[src/pkg/csr_pkg.sv]
// constants, carriers and state layout for the memory interface debug register bank
// Notes on behaviour
// host writing one to control bit 0 starts a memory interface soft reset
// the soft reset request bit clears itself once the reset sequence ends
// control bit 24 mirrors calibration pass, read only, writes ignored
// control bit 25 mirrors calibration failure, read only, writes ignored
// score word bits 7:0 show the read health score, read only
// score word bits 23:16 show the write health score, read only
// host trusts both health scores only while the pass bit reads one
// failure word bits 7:0 show the stage where calibration first failed
// failure word bits 23:16 show the group calibrating at first failure
// host trusts failing stage and group only while the failure bit reads one
// strobe map word holds one bit per group, set when strobe edges were seen
// words one and two and all reserved bit ranges read as zero
// health score is the sum over groups of dq minimum plus strobe margin, halved
// clock generator locked status is readable by the host
// the register port serves a jtag driven bus master
// calibration failure input is active high
// calibration pass input is active high
// soft reset request bit reads one while the reset sequence is running
package csr_pkg;

	// word indices; byte address is four times the index
	localparam logic [9:0] IDX_RESERVED_A   = 10'h001;
	localparam logic [9:0] IDX_RESERVED_B   = 10'h002;
	localparam logic [9:0] IDX_RESET_CALIB  = 10'h004;
	localparam logic [9:0] IDX_HEALTH       = 10'h005;
	localparam logic [9:0] IDX_FAIL_LOC     = 10'h006;
	localparam logic [9:0] IDX_STROBE_MAP   = 10'h007;
	localparam logic [9:0] IDX_CLOCK_STATUS = 10'h008;

	// field positions
	localparam int BIT_SOFT_RESET   = 0;
	localparam int BIT_CAL_PASS     = 24;
	localparam int BIT_CAL_FAIL     = 25;
	localparam int BIT_PLL_LOCKED   = 0;
	localparam int LSB_LOW_FIELD    = 0;
	localparam int LSB_HIGH_FIELD   = 16;

	// cycles that the soft reset request is held before waiting for completion
	localparam logic [7:0] SOFT_RESET_HOLD_CYCLES = 8'h04;

	// reset values and the score saturation limit
	localparam logic [15:0] SUM_RESET   = 16'h0000;
	localparam logic [31:0] RDATA_RESET = 32'h0000_0000;
	localparam logic [7:0]  SCORE_MAX   = 8'hff;

	typedef enum logic [1:0] {
		RST_IDLE = 2'b00,
		RST_HOLD = 2'b01,
		RST_WAIT = 2'b10
	} reset_fsm_t;

	// one register port request, byte addressed
	typedef struct packed {
		logic        read;
		logic        write;
		logic [11:0] address;
		logic [31:0] writedata;
		logic [3:0]  byteenable;
	} csr_req_t;

	// calibration outcome from the sequencer, same clock
	typedef struct packed {
		logic       success;
		logic       fail;
		logic [7:0] fail_stage;
		logic [7:0] fail_group;
	} calib_report_t;

	// one per-group margin sample from the sequencer
	typedef struct packed {
		logic       valid;
		logic       is_write;
		logic [7:0] dq_min;
		logic [7:0] dqs;
	} margin_sample_t;

	typedef struct packed {
		reset_fsm_t  fsm;
		logic [7:0]  hold_cnt;
		logic [15:0] read_sum;
		logic [15:0] write_sum;
		logic [31:0] rdata;
		logic        rvalid;
		logic        lock_meta;
		logic        lock_sync;
	} state_t;

endpackage

[src/logic/memory_iface_debug_csr.sv]
// register bank for debug access to a calibrated memory interface
module memory_iface_debug_csr import csr_pkg::*; #(
	parameter int GROUPS = 32
) (
	input  wire logic              clk,
	input  wire logic              rst,
	input  wire csr_req_t          csr_req,
	output logic [31:0]            csr_readdata,
	output logic                   csr_readdatavalid,
	input  wire calib_report_t     calib,
	input  wire margin_sample_t    margin,
	input  wire logic [GROUPS-1:0] dqs_seen,
	input  wire logic              pll_locked,
	input  wire logic              reset_done,
	output logic                   soft_reset_out
);

	state_t state_reg;
	state_t state_next;

	logic        busy;
	logic        ctrl_write;
	logic        start_reset;
	logic [7:0]  read_health_score;
	logic [7:0]  write_health_score;
	logic [31:0] rd_word;
	logic [31:0] strobe_word;

	// word select: exact aligned byte address of an index
	function automatic logic hit(input logic [11:0] addr, input logic [9:0] idx);
		return (addr[11:2] == idx) && (addr[1:0] == 2'b00);
	endfunction

	// halve a margin sum, saturating to the 8-bit field
	function automatic logic [7:0] score(input logic [15:0] sum);
		logic [14:0] half;
		half = sum[15:1];
		return (half > 15'(SCORE_MAX)) ? SCORE_MAX : half[7:0];
	endfunction

	// decode helpers shared by the next-state logic and read mux
	assign busy               = (state_reg.fsm != RST_IDLE);
	assign ctrl_write         = csr_req.write && csr_req.byteenable[0]
	                            && hit(csr_req.address, IDX_RESET_CALIB);
	assign start_reset        = ctrl_write && csr_req.writedata[BIT_SOFT_RESET];
	assign read_health_score  = score(state_reg.read_sum);
	assign write_health_score = score(state_reg.write_sum);
	assign strobe_word        = 32'(dqs_seen);

	// read mux; anything unmapped or reserved reads zero
	always_comb begin
		rd_word = 32'h0000_0000;
		if (hit(csr_req.address, IDX_RESET_CALIB)) begin
			rd_word[BIT_SOFT_RESET] = busy;
			rd_word[BIT_CAL_PASS]   = calib.success; // see R03
			rd_word[BIT_CAL_FAIL]   = calib.fail;    // see R04
		end else if (hit(csr_req.address, IDX_HEALTH)) begin
			rd_word[LSB_LOW_FIELD +: 8]  = read_health_score;
			rd_word[LSB_HIGH_FIELD +: 8] = write_health_score;
		end else if (hit(csr_req.address, IDX_FAIL_LOC)) begin
			rd_word[LSB_LOW_FIELD +: 8]  = calib.fail_stage;
			rd_word[LSB_HIGH_FIELD +: 8] = calib.fail_group;
		end else if (hit(csr_req.address, IDX_STROBE_MAP)) begin
			rd_word = strobe_word;
		end else if (hit(csr_req.address, IDX_CLOCK_STATUS)) begin
			rd_word[BIT_PLL_LOCKED] = state_reg.lock_sync;
		end
	end

	// next state: soft reset sequencer, margin sums, read pipeline, lock sync
	always_comb begin
		state_next = state_reg;

		// locked flag comes from another clock, so two flops first
		state_next.lock_meta = pll_locked;
		state_next.lock_sync = state_reg.lock_meta;

		// single cycle read latency, no wait states for the jtag master
		state_next.rvalid = csr_req.read;
		state_next.rdata  = csr_req.read ? rd_word : state_reg.rdata;

		case (state_reg.fsm)
			RST_IDLE: begin
				if (start_reset) begin
					state_next.fsm      = RST_HOLD;
					state_next.hold_cnt = SOFT_RESET_HOLD_CYCLES;
				end
			end
			RST_HOLD: begin
				// done is not trusted until the request has been seen
				if (state_reg.hold_cnt == 8'h01) begin
					state_next.fsm = RST_WAIT;
				end
				state_next.hold_cnt = state_reg.hold_cnt - 8'h01;
			end
			RST_WAIT: begin
				// a new request in the same cycle as done wins over the clear
				if (start_reset) begin
					state_next.fsm      = RST_HOLD;
					state_next.hold_cnt = SOFT_RESET_HOLD_CYCLES;
				end else if (reset_done) begin
					state_next.fsm = RST_IDLE;
				end
			end
			default: begin
				state_next.fsm      = RST_IDLE;
				state_next.hold_cnt = 8'h00;
			end
		endcase

		// a fresh reset restarts calibration, so old sums are dropped
		if (start_reset && (state_reg.fsm != RST_HOLD)) begin
			state_next.read_sum  = SUM_RESET;
			state_next.write_sum = SUM_RESET;
		end else if (margin.valid) begin
			// sums saturate instead of wrapping on absurd group counts
			if (margin.is_write) begin
				state_next.write_sum = (state_reg.write_sum > 16'hfc00) ? 16'hffff
					: state_reg.write_sum + {8'h00, margin.dq_min} + {8'h00, margin.dqs};
			end else begin
				state_next.read_sum = (state_reg.read_sum > 16'hfc00) ? 16'hffff
					: state_reg.read_sum + {8'h00, margin.dq_min} + {8'h00, margin.dqs};
			end
		end
	end

	// state register
	always_ff @(posedge clk or posedge rst) begin
		if (rst) begin
			state_reg.fsm       <= RST_IDLE;
			state_reg.hold_cnt  <= 8'h00;
			state_reg.read_sum  <= SUM_RESET;
			state_reg.write_sum <= SUM_RESET;
			state_reg.rdata     <= RDATA_RESET;
			state_reg.rvalid    <= 1'b0;
			state_reg.lock_meta <= 1'b0;
			state_reg.lock_sync <= 1'b0;
		end else begin
			state_reg <= state_next;
		end
	end

	// read outputs straight from flops, soft reset decoded from the state flops
	assign csr_readdata      = state_reg.rdata;
	assign csr_readdatavalid = state_reg.rvalid;
	assign soft_reset_out    = (state_reg.fsm == RST_HOLD);
endmodule

[config.mk]
export PLATFORM = sky130hd
export DESIGN_NAME = memory_iface_debug_csr
export DESIGN_NICKNAME = d
export VERILOG_FILES = /design/src/pkg/csr_pkg.sv /design/src/logic/memory_iface_debug_csr.sv
export SDC_FILE = /design/constraint.sdc
export NUM_CORES = 1
export LEC_CHECK = 0
export ABC_AREA = 1
export BUFFER_PORTS_ARGS = -buffer_cell sky130_fd_sc_hd__buf_2
export CAP_MARGIN = 5
export CELL_PAD_IN_SITES_DETAIL_PLACEMENT = 1
export CELL_PAD_IN_SITES_GLOBAL_PLACEMENT = 2
export CORE_ASPECT_RATIO = 1.75
export CORE_MARGIN = 2
export CORE_UTILIZATION = 29
export DETAILED_ROUTE_END_ITERATION = 16
export GPL_ROUTABILITY_DRIVEN = 0
export PLACE_DENSITY_LB_ADDON = 0.1
export REMOVE_ABC_BUFFERS = 1
export SYNTH_ARGS = -nofsm -noshare
export SYNTH_HDL_FRONTEND = slang
export SYNTH_SLANG_ARGS = --single-unit
[constraint.sdc]
create_clock -name clk -period 2.85 [get_ports clk]
set_input_delay 0.4275 -clock clk [delete_from_list [all_inputs] [get_ports clk]]
set_output_delay 0.4275 -clock clk [all_outputs]
set_load 0.02 [all_outputs]
==> impl_metrics.csv <==
group,metric,value,unit
run_status,outcome,"finished clean",
logic_synthesis,yosysSeqAreaShare,33.8,%
setup_path,crit_fanout,3,
cells_and_area,largest_reg_flops,43,
setup_path,worstSetupStartpointType,"flip-flop",
logic_synthesis,postSynthAreaPerCell,7.12,sq um
sta,setup_tns,0,ns
floorplanning,io_pins,156,
global_route,grt_pass1_wl,30900,microns
setup_path,criticalPathCategory,"flip-flop to flip-flop",
logic_synthesis,yosysTopAreaCellShare,33.8,%
global_route,grt_max_degree,46,
setup_path,worstRegToRegCells,11,
logic_synthesis,syn-cell-area,0.00571,sq mm
routing,postRouteAntennaNets,0,
routing,drcViolationCount,0,
floorplanning,initial_utilization,29.7,%
logic_synthesis,synth_top_family_by_area,"simple AND/OR/NAND/NOR gates",
global_route,grt_antenna_before_repair,1,
global_route,track_usage,19.4,%
job,drv_cap,0,
sta,max_slew_margin,21.4,%
logic_synthesis,ys_warn_count,0,
logic_synthesis,synth_xor_area_share,1.23,%
logic_synthesis,synth-compound-area-share,6.12,%
setup_path,r2r_end,"state_reg[58]",
sta,tightest_slew,1.18,ns
setup_path,required,3.08,ns
floorplanning,dieWidth,110,microns
setup_path,worstReg2RegStart,"state_reg[52]",
logic_synthesis,ys_ff_latch,77,
sta,finalHoldViolations,0,
logic_synthesis,synth_area_leader_cell,"dfrtp_1",
sta,min_period_over_period,90.6,%
clocking,cts_resized,0,
sta,max_freq,387,MHz
logic_synthesis,synth_cells,801,
worst_hold_path,hold_class,"input pin to asynchronous set/reset pin",
clocking,h-tree-depth,3,
power_and_ir_drop,p_leak,3.74,nW
logic_synthesis,synth_adder_area_share,10.3,%
setup_path,critPathCaptureType,"flip-flop",
sta,drv_slew,0,
floorplanning,die_y,190,microns
routing,dr.pass1.iters,4,
cells_and_area,nNetsFinal,1054,
cells_and_area,layout-drive-gt1-share,18.6,%
routing,via_per_inst,4.82,
power_and_ir_drop,vdd_drop_max,0.396,mV
placed_design,dp_hpwl,15600,microns
setup_path,r2r_slack,0.27,ns
floorplanning,dieArea,0.0209,sq mm
logic_synthesis,ys_types,40,
clocking,clockRootBuffer,"clkbuf_16",
clocking,cts_buffer_depth,2,
routing,drtIter0Drc,199,
power_and_ir_drop,power,5.61,mW
clocking,cts_buffers,9,
logic_synthesis,synthSimpleGateAreaFrac,36.3,%
routing,wl_per_cell,16.8,microns
logic_synthesis,yosys-top-cells-area,"dfrtp_1 (34%), nand2_1 (17%), nand3_1 (10%)",
logic_synthesis,post_synth_mux_area_share,0,%
routing,num_vias,5511,
cells_and_area,syn2layout_area_growth,17.1,%
clocking,cts_tree,"built",
global_route,grt_pass1_vias,6158,
routing,routed_wirelength,19200,microns
floorplanning,core-area,0.0192,sq mm
power_and_ir_drop,p_per_area,840,mW/mm^2
clocking,clk_latency,0.35,ns
sta,finalSetupViolations,0,
floorplanning,row_count,67,
clocking,clk_pin_slew,0.06,ns
global_route,gr-total-overflow,0,
placed_design,portBuffers,121,
sta,period_needed,2.58,ns
clocking,cts_sinks,77,
sta,rsz0062_at_grt,"false",
clocking,postCtsSetupBuffers,0,
setup_path,crit_arrival,2.81,ns
sta,finClkSkew,0.0105,ns
clocking,holdBufCountCts,0,
==> power by group <==
| group | total, mW | switching [mW] | internal [mW] |
|---|---|---|---|
| registers | 1.64 | 0.287 | 1.35 |
| logic | 2.81 | 1.77 | 1.05 |
| clock network | 1.16 | 0.483 | 0.679 |
==> per-layer routing <==
layer  global-route usage [%]  part of all wire, %  vias to the layer above
li1                         -                    -                     2719
met1                     20.2                   38                     2657
met2                     37.4                   55                      108
met3                     3.01                  3.9                       27
met4                     7.69                  2.6                        0
met5                        0                    0                        -
==> critical path, stage by stage, from the launching register on <==
cell     delay [ns]
dfrtp_1        0.42
fa_1           0.50
ha_1           0.18
inv_1          0.06
fa_1           0.40
nor2_1         0.13
nor2_1         0.08
o21ai_0        0.32
or2_2          0.18
nand3_1        0.05
nand2_1        0.06
o21ai_0        0.08
==> logic make-up (layout without fill, tap and decap cells) <==
kind of cell | count (synthesis) | after routing
AOI/OAI and AO/OA | 64 | 64
xor gates and xnor gates | 8 | 8
adders and majority gates | 36 | 36
buffers and inverters | 148 | 248
DFF | 77 | 77
other | 0 | 1
and+or+nand+nor | 468 | 468
==> worst max-delay path by stage <==
stage | from | endpoint | slack [ns]
after floorplan | rst | csr_readdata[0] | 0.46
after global placement | margin[1] | state_reg[58] | 0.1
after detailed placement | margin[1] | state_reg[58] | 0.06
after CTS | state_reg[52] | state_reg[58] | 0.24
after global routing | state_reg[52] | state_reg[58] | 0.06
final | state_reg[52] | state_reg[58] | 0.27
==> cell type report <==
class | count | area, sq um
multi-input combinational | 576 | 3080
clock inverter | 4 | 48.8
inverter | 99 | 373
antenna | 1 | 2.50
timing repair buffer | 133 | 708
fill | 2485 | 12500
sequential | 77 | 1930
tap | 241 | 302
clock buffer | 12 | 236
==> through the flow <==
step / hold slack (ns) / utilization, % / setup WS [ns] / cell area (sq um) / instances
after floorplan: 0.331 / - / 0.456 / 5370 / 752
after global placement: 0.344 / 33.3 / 0.0976 / 6390 / 1126
after detailed placement: 0.342 / 33.3 / 0.0565 / 6390 / 1126
after CTS: 0.169 / 34.8 / 0.237 / 6680 / 1142
after global routing: 0.174 / 34.8 / 0.0628 / 6680 / 1143
final: 0.155 / 34.8 / 0.267 / 6680 / 1143
==> cells in the mapped netlist (all sizes together) <==
| cell | count |
|---|---|
| inv | 98 |
| o21bai | 2 |
| a31oi | 1 |
| o211ai | 1 |
| buf | 42 |
| nand3 | 120 |
| clkinv | 1 |
| o22ai | 2 |
| xnor2 | 3 |
| nor2 | 52 |
| nand3b | 2 |
| o21ai | 39 |
| nor4 | 2 |
| dfrtp | 77 |
| o2111ai | 1 |
| o21a | 1 |
| nand4 | 15 |
| nand2 | 258 |
| or2 | 4 |
| nor3b | 1 |
| xor2 | 5 |
| clkbuf | 7 |
| a21oi | 17 |
| nor3 | 11 |
| and2 | 3 |
| fa | 18 |
| ha | 18 |
==> cells in the final DEF, fill, tap and decap left out, types with 5 or more instances in the layout <==
master     count
nand2_1      256
buf_2        121
nand3_1      119
inv_1         95
dfrtp_1       77
nor2_1        47
o21ai_0       23
fa_1          18
ha_1          18
a21oi_1       17
nand4_1       14
o21ai_1       13
buf_4         11
nor3_1         9
clkbuf_16      9
xor2_1         5
Note: power is estimated with default switching activity, not from simulation.
